File: src/rtl/intc_pkg.sv
// Purpose: shared constants for the interrupt control and status block
// Assumes: 16-bit byte offsets, 32-bit registers, one word per register
// Notes:   every offset, field position, mask and reset value lives here
package intc_pkg;
    // register base offsets
    localparam logic [15:0] OFS_CONTROL   = 16'h1000;
    localparam logic [15:0] OFS_STATE     = 16'h1010;
    localparam logic [15:0] OFS_RELOAD    = 16'h1020;
    localparam logic [15:0] OFS_FLAG      = 16'h1030;
    localparam logic [15:0] OFS_PRIO_7    = 16'h1100;
    localparam logic [15:0] OFS_PRIO_8    = 16'h1110;
    localparam logic [15:0] OFS_PRIO_9    = 16'h1120;
    localparam logic [15:0] OFS_PRIO_10   = 16'h1130;
    localparam logic [15:0] OFS_EVT_STAT  = 16'h1200;
    localparam logic [15:0] OFS_EVT_MASK  = 16'h1210;
    // alias kinds, taken from address bits 3-2 above a base
    localparam logic [1:0]  ALIAS_NONE    = 2'h0;
    localparam logic [1:0]  ALIAS_CLR     = 2'h1;
    localparam logic [1:0]  ALIAS_SET     = 2'h2;
    localparam logic [1:0]  ALIAS_INV     = 2'h3;
    // register index codes from the decoder
    localparam logic [3:0]  IDX_CONTROL   = 4'h0;
    localparam logic [3:0]  IDX_STATE     = 4'h1;
    localparam logic [3:0]  IDX_RELOAD    = 4'h2;
    localparam logic [3:0]  IDX_FLAG      = 4'h3;
    localparam logic [3:0]  IDX_PRIO_7    = 4'h4;
    localparam logic [3:0]  IDX_PRIO_8    = 4'h5;
    localparam logic [3:0]  IDX_PRIO_9    = 4'h6;
    localparam logic [3:0]  IDX_PRIO_10   = 4'h7;
    localparam logic [3:0]  IDX_EVT_STAT  = 4'h8;
    localparam logic [3:0]  IDX_EVT_MASK  = 4'h9;
    // control register fields
    localparam int          MODE_SEL_BIT  = 12;
    localparam int          TRIG_LVL_LSB  = 8;
    localparam int          EP_LSB        = 0;
    localparam int          NUM_EXT       = 5;
    localparam logic [31:0] CONTROL_MASK  = 32'h0000171F;
    // state register fields
    localparam int          REQ_LVL_LSB   = 8;
    localparam int          VECTOR_LSB    = 0;
    // priority words: 3-bit priority over 2-bit subpriority per byte
    localparam logic [31:0] PRIO_MASK     = 32'h1F1F1F1F;
    localparam int          NUM_PRIO      = 4;
    // event status bits: external edges then proximity expiry
    localparam int          NUM_EVT       = 6;
    localparam int          EVT_PROX_BIT  = 5;
    // reset values
    localparam logic [31:0] RESET_WORD    = 32'h00000000;
endpackage

File: src/rtl/edge_if.sv
`timescale 1ns/1ps
// Purpose: carrier between the top and the external edge detector
// Assumes: single clock domain on the logic side
// Notes:   polarity goes down, edge pulses come up
interface edge_if;
    logic [4:0] pol;     // one selects rising edge per input
    logic [4:0] pulse;   // one-cycle edge detected
    modport ctrl (output pol, input pulse);
    modport det  (input pol, output pulse);
endinterface

File: src/rtl/ext_edge_detect.sv
`timescale 1ns/1ps
// Purpose: synchronise five external interrupt pins and detect edges
// Assumes: pins are asynchronous to core_clk
// Notes:   first sync stage feeds only the second stage
module ext_edge_detect
    import intc_pkg::*;
(
    input  wire logic              core_clk,
    input  wire logic              rst,
    input  wire logic [NUM_EXT-1:0] pin_in,
    edge_if.det                    eif
);
    // all state of the detector
    typedef struct packed {
        logic [NUM_EXT-1:0] sync1;  // first stage
        logic [NUM_EXT-1:0] sync2;  // second stage
        logic [NUM_EXT-1:0] last;   // previous synced level
        logic [NUM_EXT-1:0] pulse;  // registered edge pulse
    } det_state_t;

    det_state_t st_reg;
    det_state_t st_next;

    // edge selection per input according to polarity
    always_comb begin
        st_next       = st_reg;
        st_next.sync1 = pin_in;
        st_next.sync2 = st_reg.sync1;
        st_next.last  = st_reg.sync2;
        for (int i = 0; i < NUM_EXT; i++) begin
            // rising when polarity one, falling when zero
            if (eif.pol[i]) begin
                st_next.pulse[i] = st_reg.sync2[i] & ~st_reg.last[i];
            end else begin
                st_next.pulse[i] = ~st_reg.sync2[i] & st_reg.last[i];
            end
        end
    end

    // state register
    always_ff @(posedge core_clk or posedge rst) begin
        if (rst) begin
            st_reg <= '0;
        end else begin
            st_reg <= st_next;
        end
    end

    assign eif.pulse = st_reg.pulse;
endmodule

File: src/rtl/interrupt_control_status.sv
// Chosen here: the address-and-strobe port.
`timescale 1ns/1ps
// Purpose: interrupt controller configuration, status and priority words
// Assumes: plain register port, read data one cycle after read strobe
// Notes:   alias writes clear, set or invert the base register bits
// Function
// - bit 12 selects multi or single vector
// - trigger field gates proximity timer by priority
// - polarity bits choose rising or falling edges
// - state bits 10-8 show presented priority level
// - state bits 5-0 show presented vector
// - unimplemented bits read back as zero
// - control registers have clear/set/invert aliases
// - state register decodes only its base
// - triggered timer loads the reload value
// - request flags set when sources request
module interrupt_control_status
    import intc_pkg::*;
(
    input  wire logic                core_clk,
    input  wire logic                rst,
    input  wire logic [15:0]         addr,
    input  wire logic [31:0]         wdata,
    input  wire logic                wr_en,
    input  wire logic                rd_en,
    output logic [31:0]              rdata,
    input  wire logic [NUM_EXT-1:0]  ext_irq_pin,
    output logic [NUM_EXT-1:0]       ext_edge_pulse,
    input  wire logic [31:0]         src_request,
    input  wire logic                present_valid,
    input  wire logic [5:0]          present_vector,
    input  wire logic [2:0]          present_level,
    input  wire logic                irq_event,
    input  wire logic [2:0]          irq_event_level,
    output logic                     multi_vector_select,
    output logic [2:0]               proximity_trigger_level,
    output logic                     proximity_running,
    output logic                     proximity_expired,
    output logic                     irq
);
    // decoder result
    typedef struct packed {
        logic       hit;    // address maps to a register
        logic [3:0] idx;    // register index
        logic [1:0] kind;   // alias kind
    } dec_t;

    // all state of the block
    typedef struct packed {
        logic [31:0]               control;     // vector mode, trigger, polarity
        logic [2:0]                req_level;   // requested_priority_level
        logic [5:0]                vector_num;  // presented_vector_number
        logic [31:0]               reload;      // proximity_reload_value
        logic [31:0]               flags;       // request_flag
        logic [NUM_PRIO-1:0][31:0] prio;        // priority_ctrl_7 .. 10
        logic [31:0]               count;       // proximity down counter
        logic                      running;     // proximity timer active
        logic                      expired;     // one-cycle expiry pulse
        logic [NUM_EVT-1:0]        evt_stat;    // sticky event bits
        logic [NUM_EVT-1:0]        evt_mask;    // event enables
        logic [NUM_EXT-1:0]        edge_out;    // registered edge pulses
        logic [31:0]               rdata;       // read data register
        logic                      irq;         // interrupt output
    } top_state_t;

    top_state_t st_reg;
    top_state_t st_next;
    dec_t       wr_dec;    // write decode
    dec_t       rd_dec;    // read decode
    edge_if     eif ();    // link to the edge detector

    // map a byte offset to register index and alias kind
    function automatic dec_t decode(input logic [15:0] a);
        dec_t d;
        logic [15:0] base;
        d      = '0;
        base   = {a[15:4], 4'h0};
        d.kind = a[3:2];
        d.hit  = (a[1:0] == 2'h0);
        case (base)
            OFS_CONTROL:  d.idx = IDX_CONTROL;
            OFS_STATE:    d.idx = IDX_STATE;
            OFS_RELOAD:   d.idx = IDX_RELOAD;
            OFS_FLAG:     d.idx = IDX_FLAG;
            OFS_PRIO_7:   d.idx = IDX_PRIO_7;
            OFS_PRIO_8:   d.idx = IDX_PRIO_8;
            OFS_PRIO_9:   d.idx = IDX_PRIO_9;
            OFS_PRIO_10:  d.idx = IDX_PRIO_10;
            OFS_EVT_STAT: d.idx = IDX_EVT_STAT;
            OFS_EVT_MASK: d.idx = IDX_EVT_MASK;
            default:      d.hit = 1'b0;
        endcase
        // base-only registers refuse alias offsets
        if ((d.idx == IDX_STATE || d.idx == IDX_EVT_STAT) && d.kind != ALIAS_NONE) begin
            d.hit = 1'b0;
        end
        return d;
    endfunction

    // apply a plain or alias write to an old value
    function automatic logic [31:0] alias_write(input logic [31:0] old,
                                                input logic [31:0] wd,
                                                input logic [1:0]  kind);
        logic [31:0] r;
        r = old;
        case (kind)
            ALIAS_NONE: r = wd;
            ALIAS_CLR:  r = old & ~wd;
            ALIAS_SET:  r = old | wd;
            ALIAS_INV:  r = old ^ wd;
            default:    r = old;
        endcase
        return r;
    endfunction

    // proximity trigger test for an event level
    function automatic logic prox_trigger(input logic [2:0] trig_lvl,
                                          input logic [2:0] lvl);
        // zero disables, else level one up to the trigger field
        return (trig_lvl != 3'h0) && (lvl != 3'h0) && (lvl <= trig_lvl);
    endfunction

    // slot of a priority word inside the priority array
    function automatic logic [1:0] prio_slot(input logic [3:0] idx);
        logic [3:0] o;
        o = idx - IDX_PRIO_7;
        return o[1:0];
    endfunction

    // edge detector for the external interrupt pins
    ext_edge_detect u_edge (
        .core_clk (core_clk),
        .rst      (rst),
        .pin_in   (ext_irq_pin),
        .eif      (eif)
    );

    assign eif.pol = st_reg.control[EP_LSB +: NUM_EXT];

    // decode both strobes
    always_comb begin
        wr_dec = decode(addr);
        rd_dec = decode(addr);
    end

    // next-state logic
    always_comb begin
        logic [NUM_EVT-1:0] evt_set;
        logic [NUM_EVT-1:0] evt_clr;
        logic [31:0]        flag_w;
        logic [31:0]        mask_w;
        evt_set = '0;
        evt_clr = '0;
        flag_w  = st_reg.flags;
        mask_w  = 32'h0;
        st_next = st_reg;

        // edge pulses pass straight out through a flop
        st_next.edge_out = eif.pulse;
        st_next.expired  = 1'b0;

        // register writes
        if (wr_en && wr_dec.hit) begin
            case (wr_dec.idx)
                IDX_CONTROL: begin
                    // only vector mode, trigger and polarity bits exist
                    st_next.control = alias_write(st_reg.control, wdata, wr_dec.kind)
                                      & CONTROL_MASK;
                end
                IDX_RELOAD: begin
                    st_next.reload = alias_write(st_reg.reload, wdata, wr_dec.kind);
                end
                IDX_FLAG: begin
                    flag_w = alias_write(st_reg.flags, wdata, wr_dec.kind);
                end
                IDX_PRIO_7, IDX_PRIO_8, IDX_PRIO_9, IDX_PRIO_10: begin
                    st_next.prio[prio_slot(wr_dec.idx)] =
                        alias_write(st_reg.prio[prio_slot(wr_dec.idx)], wdata, wr_dec.kind)
                        & PRIO_MASK;
                end
                IDX_EVT_STAT: begin
                    evt_clr = wdata[NUM_EVT-1:0];
                end
                IDX_EVT_MASK: begin
                    mask_w = alias_write({26'h0, st_reg.evt_mask}, wdata, wr_dec.kind);
                    st_next.evt_mask = mask_w[NUM_EVT-1:0]; // keep the six event bits
                end
                default: begin
                    // state register is read only here
                end
            endcase
        end

        // source requests set flags; set beats any clear
        st_next.flags = flag_w | src_request;

        // latch what was handed to the core
        if (present_valid) begin
            st_next.req_level  = present_level;
            st_next.vector_num = present_vector;
        end

        // proximity timer
        if (irq_event && prox_trigger(st_reg.control[TRIG_LVL_LSB +: 3], irq_event_level)) begin
            st_next.count   = st_reg.reload;
            st_next.running = 1'b1;
        end else if (st_reg.running) begin
            if (st_reg.count == 32'h0) begin
                // reached zero: stop and report
                st_next.running = 1'b0;
                st_next.expired = 1'b1;
            end else begin
                st_next.count = st_reg.count - 32'h1;
            end
        end

        // sticky events: set wins over a write-one clear
        evt_set[NUM_EXT-1:0]  = eif.pulse;
        evt_set[EVT_PROX_BIT] = st_reg.expired;
        st_next.evt_stat      = (st_reg.evt_stat & ~evt_clr) | evt_set;
        st_next.irq           = |(st_next.evt_stat & st_next.evt_mask);

        // read data, valid in the cycle after the strobe
        st_next.rdata = 32'h0;
        if (rd_en && rd_dec.hit && rd_dec.kind == ALIAS_NONE) begin
            case (rd_dec.idx)
                IDX_CONTROL:  st_next.rdata = st_reg.control & CONTROL_MASK;
                IDX_STATE:    st_next.rdata = {21'h0, st_reg.req_level, 2'h0,
                                               st_reg.vector_num};
                IDX_RELOAD:   st_next.rdata = st_reg.reload;
                IDX_FLAG:     st_next.rdata = st_reg.flags;
                IDX_PRIO_7, IDX_PRIO_8, IDX_PRIO_9, IDX_PRIO_10: begin
                    st_next.rdata = st_reg.prio[prio_slot(rd_dec.idx)];
                end
                IDX_EVT_STAT: st_next.rdata = {26'h0, st_reg.evt_stat};
                IDX_EVT_MASK: st_next.rdata = {26'h0, st_reg.evt_mask};
                default:      st_next.rdata = 32'h0;
            endcase
        end
    end

    // state register
    always_ff @(posedge core_clk or posedge rst) begin
        if (rst) begin
            st_reg <= '0;
        end else begin
            st_reg <= st_next;
        end
    end

    // outputs straight from flops
    assign rdata                   = st_reg.rdata;
    assign ext_edge_pulse          = st_reg.edge_out;
    assign multi_vector_select     = st_reg.control[MODE_SEL_BIT];
    assign proximity_trigger_level = st_reg.control[TRIG_LVL_LSB +: 3];
    assign proximity_running       = st_reg.running;
    assign proximity_expired       = st_reg.expired;
    assign irq                     = st_reg.irq;
endmodule

File: config.mk
export PLATFORM = sky130hd
export DESIGN_NAME = interrupt_control_status
export DESIGN_NICKNAME = d
export VERILOG_FILES = /design/src/rtl/intc_pkg.sv /design/src/rtl/edge_if.sv /design/src/rtl/ext_edge_detect.sv /design/src/rtl/interrupt_control_status.sv
export SDC_FILE = /design/constraint.sdc
export NUM_CORES = 1
export LEC_CHECK = 0
export BUFFER_PORTS_ARGS = -buffer_cell sky130_fd_sc_hd__buf_2
export CAP_MARGIN = 30
export CELL_PAD_IN_SITES_DETAIL_PLACEMENT = 0
export CELL_PAD_IN_SITES_GLOBAL_PLACEMENT = 1
export CORE_ASPECT_RATIO = 1.25
export CORE_MARGIN = 2
export CORE_UTILIZATION = 47
export DETAILED_ROUTE_END_ITERATION = 12
export PLACE_DENSITY_LB_ADDON = 0.1
export RECOVER_POWER = 100
export SYNTH_ARGS = -nofsm -noshare
export SYNTH_HDL_FRONTEND = slang
export SYNTH_SLANG_ARGS = --single-unit
File: constraint.sdc
create_clock -name core_clk -period 12 [get_ports core_clk]
set_input_delay 1.8 -clock core_clk [delete_from_list [all_inputs] [get_ports core_clk]]
set_output_delay 1.8 -clock core_clk [all_outputs]
set_load 0.1 [all_outputs]
==> results of run 1 <==
## Yosys cell counts (14+ instances only)
| master | number | area (um^2) |
|---|---|---|
| o21ai_0 | 131 | 656 |
| buf_2 | 40 | 200 |
| or4_1 | 14 | 105 |
| nand2_1 | 176 | 661 |
| xnor2_1 | 16 | 140 |
| a22oi_1 | 60 | 450 |
| inv_1 | 171 | 642 |
| nor2_1 | 196 | 736 |
| o21bai_1 | 33 | 248 |
| mux2i_1 | 39 | 390 |
| o2bb2ai_1 | 14 | 123 |
| clkbuf_1 | 68 | 255 |
| a211oi_1 | 30 | 225 |
| ha_1 | 202 | 2530 |
| a21oi_1 | 212 | 1060 |
| mux4_2 | 22 | 495 |
| nand2b_1 | 18 | 113 |
| buf_4 | 43 | 323 |
| dfrtp_1 | 266 | 6660 |
| nor3_1 | 35 | 175 |
## cells by family after synthesis
kind of cell               synth area share
and+or+nand+nor                       0.143
AOI/OAI and AO/OA                     0.188
buffers and inverters                0.0826
adders and majority gates             0.143
xor gates and xnor gates            0.00991
muxes                                0.0567
DFF                                   0.376
## layout make-up
| type | instances | area, um^2 | share of cell area |
|---|---|---|---|
| Timing Repair Buffer | 171 | 851 | 0.0441 |
| Clock buffer | 40 | 840 | 0.0435 |
| Inverter | 171 | 643 | 0.0333 |
| Sequential cell | 266 | 6660 | 0.345 |
| Clock inverter | 13 | 120 | 0.00622 |
| Tap cell | 486 | 608 | 0.0315 |
| Multi-Input combinational cell | 1371 | 9580 | 0.496 |
## routing by layer
layer | wire [um] | up-vias | global-route usage
li1 | - | 6892 | -
met1 | 22300 | 6877 | 0.349
met2 | 23500 | 355 | 0.419
met3 | 2540 | 82 | 0.0330
met4 | 1270 | 0 | 0.0680
met5 | 0 | - | 0
## final timing paths
kind,end,slack (ns),cells after the start
hold reg to reg,u_edge.st_next[6]$_DFF_PP0_,0.35,0
max in group core_clk,st_reg[248]$_DFFE_PP0P_,5.85,8
min in group asynchronous,st_reg[218]$_DFF_PP0_,2.19,2
setup reg to reg,proximity_expired$_DFF_PP0_,7.15,8
hold / removal,u_edge.st_next[6]$_DFF_PP0_,0.35,0
setup / recovery,rdata[17]$_DFF_PP0_,4.90,5
## critical path: stages
cell and delay (ns):
buf_2 0.10, clkinvlp_2 1.85, clkbuf_1 2.74, clkbuf_1 0.86, buf_16 0.35
## per-stage QoR
| stage | util | total power (uW) |
|---|---|---|
| final | 0.519 | 2130 |
| after detailed placement | 0.497 | 1230 |
| after floorplan | - | 1150 |
| after global routing | 0.519 | 2220 |
| after global placement | 0.496 | 1220 |
| after CTS | 0.523 | 2160 |
## power by group through the flow
stage / clock network [uW] / registers (uW) / logic [uW]
global placement: 0 / 959 / 263
CTS: 940 / 944 / 272
floorplan: 0 / 954 / 195
finish: 915 / 945 / 268
global route: 972 / 948 / 302
detailed placement: 0 / 960 / 270
==> results.py, run 1 <==
metrics = {
    "logic_synthesis": {
        "async_flop_share": 1.00,
        "synth_nets": 2273,
        "yosysWarnings": 0,
        "syn_area_mm2": 0.0177,
        "syn_area_per_cell_um2": 8.99,
        "ys.flop_type": "dfrtp_1",
        "synthCells": 1968,
        "ys_seq_elements": 266,
        "yosysSeqAreaShare": 0.376,
        "ys_types": 66,
        "synth_edf_count": 0,
    },
    "layout": {
        "nNetsFinal": 2316,
        "final_cells": 2518,
        "fin_area_mm2": 0.0193,
        "final_cell_mix": "dfrtp_1 (266), a21oi_1 (212), ha_1 (202), nor2_1 (196), nand2_1 (176)",
        "drive_above_1_share": 0.108,
        "largest_reg_flops": 197,
        "num_antenna_cells": 0,
        "fillers": 3550,
        "final_common_cell": "dfrtp_1",
        "area_growth_pct": 9.15,
    },
    "timing": {
        "timing.hold.ws_ns": 0.347,
        "period_minus_slack_ns": 7.10,
        "skew_ns": 0.00899,
        "timing.final.ws_setup_ns": 4.90,
        "worst_slew_margin_rel": -1.49,
        "rsz0062_at_grt": "false",
        "hold_viol_final": 0,
        "maxSlewViolCount": 418,
        "tns_ns": 0,
        "finalSetupViolations": 0,
        "finalCritPeriodShare": 0.592,
        "tightest_slew_ns": 3.73,
        "fmax_ghz": 0.141,
    },
    "floorplanning": {
        "fp.dieW_um": 177,
        "dieArea_mm2": 0.0392,
        "die_h_um": 221,
        "placement_rows": 79,
        "core_mm2": 0.0372,
        "io_pins": 147,
        "start_util": 0.476,
    },
    "global_route": {
        "grt_pass1_vias": 13707,
        "antenna_found_initial": 0,
        "grt_max_degree": 111,
        "grt_pass1_wl_um": 78600,
        "grt_use_total": 0.254,
        "overflow": 0,
    },
    "worst_setup_path": {
        "crit_fanout": 72,
        "start_kind": "primary input",
        "crit_type": "in -> async",
        "cp_data_required_time_ns": 12.72,
        "endpoint_kind": "async pin",
        "r2r_start": "proximity_trigger_level[1]$_DFFE_PP0P_",
        "worstSetupStartpoint": "rst",
        "critPathArrivalTime_ns": 7.82,
    },
    "route": {
        "wirelength_um": 49600,
        "ant_nets": 0,
        "wl_per_cell_um": 19.7,
        "via_count": 14206,
        "firstDrtPassIters": 5,
        "drtIter0Drc": 915,
        "drc": 0,
        "viasPerCell": 5.64,
    },
    "cts": {
        "clock_sinks": 266,
        "cts_buffers": 30,
        "cts.htree.levels": 1,
        "clk_pin_slew_ns": 0.06,
        "clockBufferDepth": 3,
        "ctsResizeCount": 0,
        "postCtsHoldBufs": 0,
        "insertion_delay_ns": 0.57,
        "post_cts_buffers": 0,
        "cts-root-buf": "clkbuf_16",
        "cts_tree": "done",
    },
    "power": {
        "pwr-share-seq": 0.444,
        "p_int_uw": 1550,
        "pwr-share-clk": 0.430,
        "p_leak_uw": 0.00903,
        "p_comb_frac": 0.126,
        "ir_drop_mv": 0.0974,
        "p_sw_uw": 578,
        "switching_share": 0.271,
        "power_density_mw_per_mm2": 110,
    },
    "status": {
        "status": "complete, but fails checks",
        "violations": "max-capacitance violations, max-slew violations",
    },
    "min_path": {
        "hold_start": "u_edge.st_next[11]$_DFF_PP0_",
        "hold_path.class": "reg -> reg",
    },
    "place": {
        "dp_cells": 2465,
        "io_buffers": 146,
        "gp_congestion": 0.822,
        "dpl_cell_area_mm2": 0.0185,
        "place_ws_ns": 6.94,
        "dp_hpwl_um": 32900,
    },
    "run": {
        "maxCapViolCount": 8,
    },
}
(Power assumes the default switching activity.)
==> inputs of run 2 (changes only) <==
Settings changed: CORE_UTILIZATION 47 to 43.
Clock period 12 ns to 5.8 ns, I/O delays scaled along.
==> run 2 against run 1 <==
  * The flow still finishes with violations (max-capacitance violations, max-slew violations)
  * Critical endpoint is now irq$_DFF_PP0_
  * Sequential power up 110%
  * Clock power up 110%
  * Largest cell class unchanged
  * Utilization down 4.3 points
==> results.py, run 2 (same netlist as run 1, synthesis figures left out) <==
metrics = {
    "power": {
        "pwr-share-clk": 0.434,
        "pwr-share-seq": 0.440,
        "switching_share": 0.271,
        "p_leak_uw": 0.00909,
        "ir_drop_mv": 0.224,
        "p_int_uw": 3230,
        "power_density_mw_per_mm2": 228,
        "p_comb_frac": 0.125,
        "p_sw_uw": 1200,
    },
    "timing": {
        "hold_viol_final": 0,
        "rsz0062_at_grt": "false",
        "worst_slew_margin_rel": -0.892,
        "finalCritPeriodShare": 0.756,
        "period_minus_slack_ns": 4.38,
        "tns_ns": 0,
        "tightest_slew_ns": 2.84,
        "timing.hold.ws_ns": 0.347,
        "fmax_ghz": 0.228,
        "skew_ns": 0.0151,
        "finalSetupViolations": 0,
        "maxSlewViolCount": 241,
    },
    "worst_setup_path": {
        "start_kind": "primary input",
        "crit_fanout": 116,
        "endpoint_kind": "flop",
        "cp_data_required_time_ns": 6.25,
        "worstSetupEndpoint": "irq$_DFF_PP0_",
        "reg2reg_slack_ns": 1.54,
        "crit_type": "in -> reg",
        "worstReg2RegEnd": "proximity_expired$_DFF_PP0_",
        "critPathArrivalTime_ns": 4.83,
        "worstSetupStartpoint": "addr[2]",
        "rr_worst_depth": 8,
        "r2r_start": "proximity_trigger_level[1]$_DFFE_PP0P_",
    },
    "cts": {
        "postCtsHoldBufs": 0,
        "cts.htree.levels": 1,
        "cts_buffers": 31,
        "ctsResizeCount": 0,
        "clock_sinks": 266,
        "clk_pin_slew_ns": 0.05,
        "cts_tree": "done",
        "cts-root-buf": "clkbuf_16",
        "post_cts_buffers": 0,
        "insertion_delay_ns": 0.59,
        "clockBufferDepth": 3,
    },
    "route": {
        "viasPerCell": 5.43,
        "drc": 0,
        "drtIter0Drc": 791,
        "ant_nets": 0,
        "wirelength_um": 49700,
        "wl_per_cell_um": 19.2,
        "firstDrtPassIters": 5,
        "via_count": 14054,
    },
    "layout": {
        "seq_area_mm2": 0.00666,
        "num_antenna_cells": 0,
        "final_cells": 2588,
        "fin_area_mm2": 0.0195,
        "area_growth_pct": 10.0,
        "multi_input_area_mm2": 0.00961,
        "final_common_cell": "dfrtp_1",
        "fillers": 4021,
        "finish.utilization": 0.477,
        "largest_reg_flops": 197,
        "nNetsFinal": 2318,
        "drive_above_1_share": 0.114,
        "final_cell_mix": "dfrtp_1 (266), a21oi_1 (212), ha_1 (202), nor2_1 (196), nand2_1 (176)",
    },
    "global_route": {
        "overflow": 0,
        "antenna_found_initial": 1,
        "grt_pass1_wl_um": 77700,
        "grt_pass1_vias": 13551,
        "grt_max_degree": 166,
        "grt_use_total": 0.233,
    },
    "floorplanning": {
        "fp.dieW_um": 185,
        "placement_rows": 83,
        "dieArea_mm2": 0.0428,
        "die_h_um": 231,
        "core_mm2": 0.0408,
        "io_pins": 147,
        "start_util": 0.433,
    },
    "status": {
        "violations": "max-capacitance violations, max-slew violations",
        "status": "complete, but fails checks",
    },
    "place": {
        "io_buffers": 146,
        "dp_cells": 2532,
        "dpl_cell_area_mm2": 0.0186,
        "gp_congestion": 0.796,
        "dp_hpwl_um": 33300,
    },
    "run": {
        "maxCapViolCount": 4,
    },
    "min_path": {
        "hold_path.class": "reg -> reg",
    },
}
==> run 2: cell count changes in the layout (fill, tap and decap cells not counted), sizes merged <==
cell	before	now
buf	112	119
clkinv	9	6
bufinv	2	1
inv	170	171
==> run 2: worst min-delay path by stage <==
stage	start	to	slack [ns]	depth (start not counted)
floorplan	u_edge.st_next[10]$_DFF_PP0_	u_edge.st_next[5]$_DFF_PP0_	0.33	0
global placement	u_edge.st_next[12]$_DFF_PP0_	u_edge.st_next[7]$_DFF_PP0_	0.33	0
detailed placement	u_edge.st_next[12]$_DFF_PP0_	u_edge.st_next[7]$_DFF_PP0_	0.34	0
CTS	rst	st_reg[218]$_DFF_PP0_	0.26	2
global route	u_edge.st_next[12]$_DFF_PP0_	u_edge.st_next[7]$_DFF_PP0_	0.35	0
finish	u_edge.st_next[12]$_DFF_PP0_	u_edge.st_next[7]$_DFF_PP0_	0.35	0
==> run 2: through the flow <==
| stage | total power, uW | setup slack (ns) |
|---|---|---|
| 3_5_place_dp | 2550 | 1.39 |
| 2_1_floorplan | 2380 | 1.42 |
| 4_1_cts | 4510 | 2.02 |
| 6_report | 4440 | 1.42 |
| 3_3_place_gp | 2540 | 1.46 |
| 5_1_grt | 4660 | 1.06 |
==> run 2: critical path, stage by stage <==
cell      delay, ns
clkbuf_2       1.73
buf_4          0.86
mux4_2         0.58
mux2i_1        0.25
a211oi_1       0.07
or4_1          0.42
==> run 2: layout make-up <==
cell class,count,share of cell area
clock buffers,46,0.0469
flip-flops and latches,266,0.342
repair buffers,172,0.0446
clock inverters,10,0.00431
well taps,552,0.0355
multi-input cells,1371,0.494
inverters,171,0.0331
==> run 2: power by group through the flow <==
stage / registers (uW) / clock network [uW] / logic, uW
2_1_floorplan: 1970 / 0 / 404
3_3_place_gp: 1990 / 0 / 550
3_5_place_dp: 1990 / 0 / 562
4_1_cts: 1950 / 2000 / 564
5_1_grt: 1960 / 2070 / 627
6_report: 1950 / 1930 / 555
==> run 2: per-layer routing <==
layer	global-route usage	share of wire	up-vias
met5	0	0.00024	-
met4	0.0727	0.027	2
met3	0.0238	0.036	75
met2	0.385	0.48	260
met1	0.321	0.46	6832
li1	-	-	6885
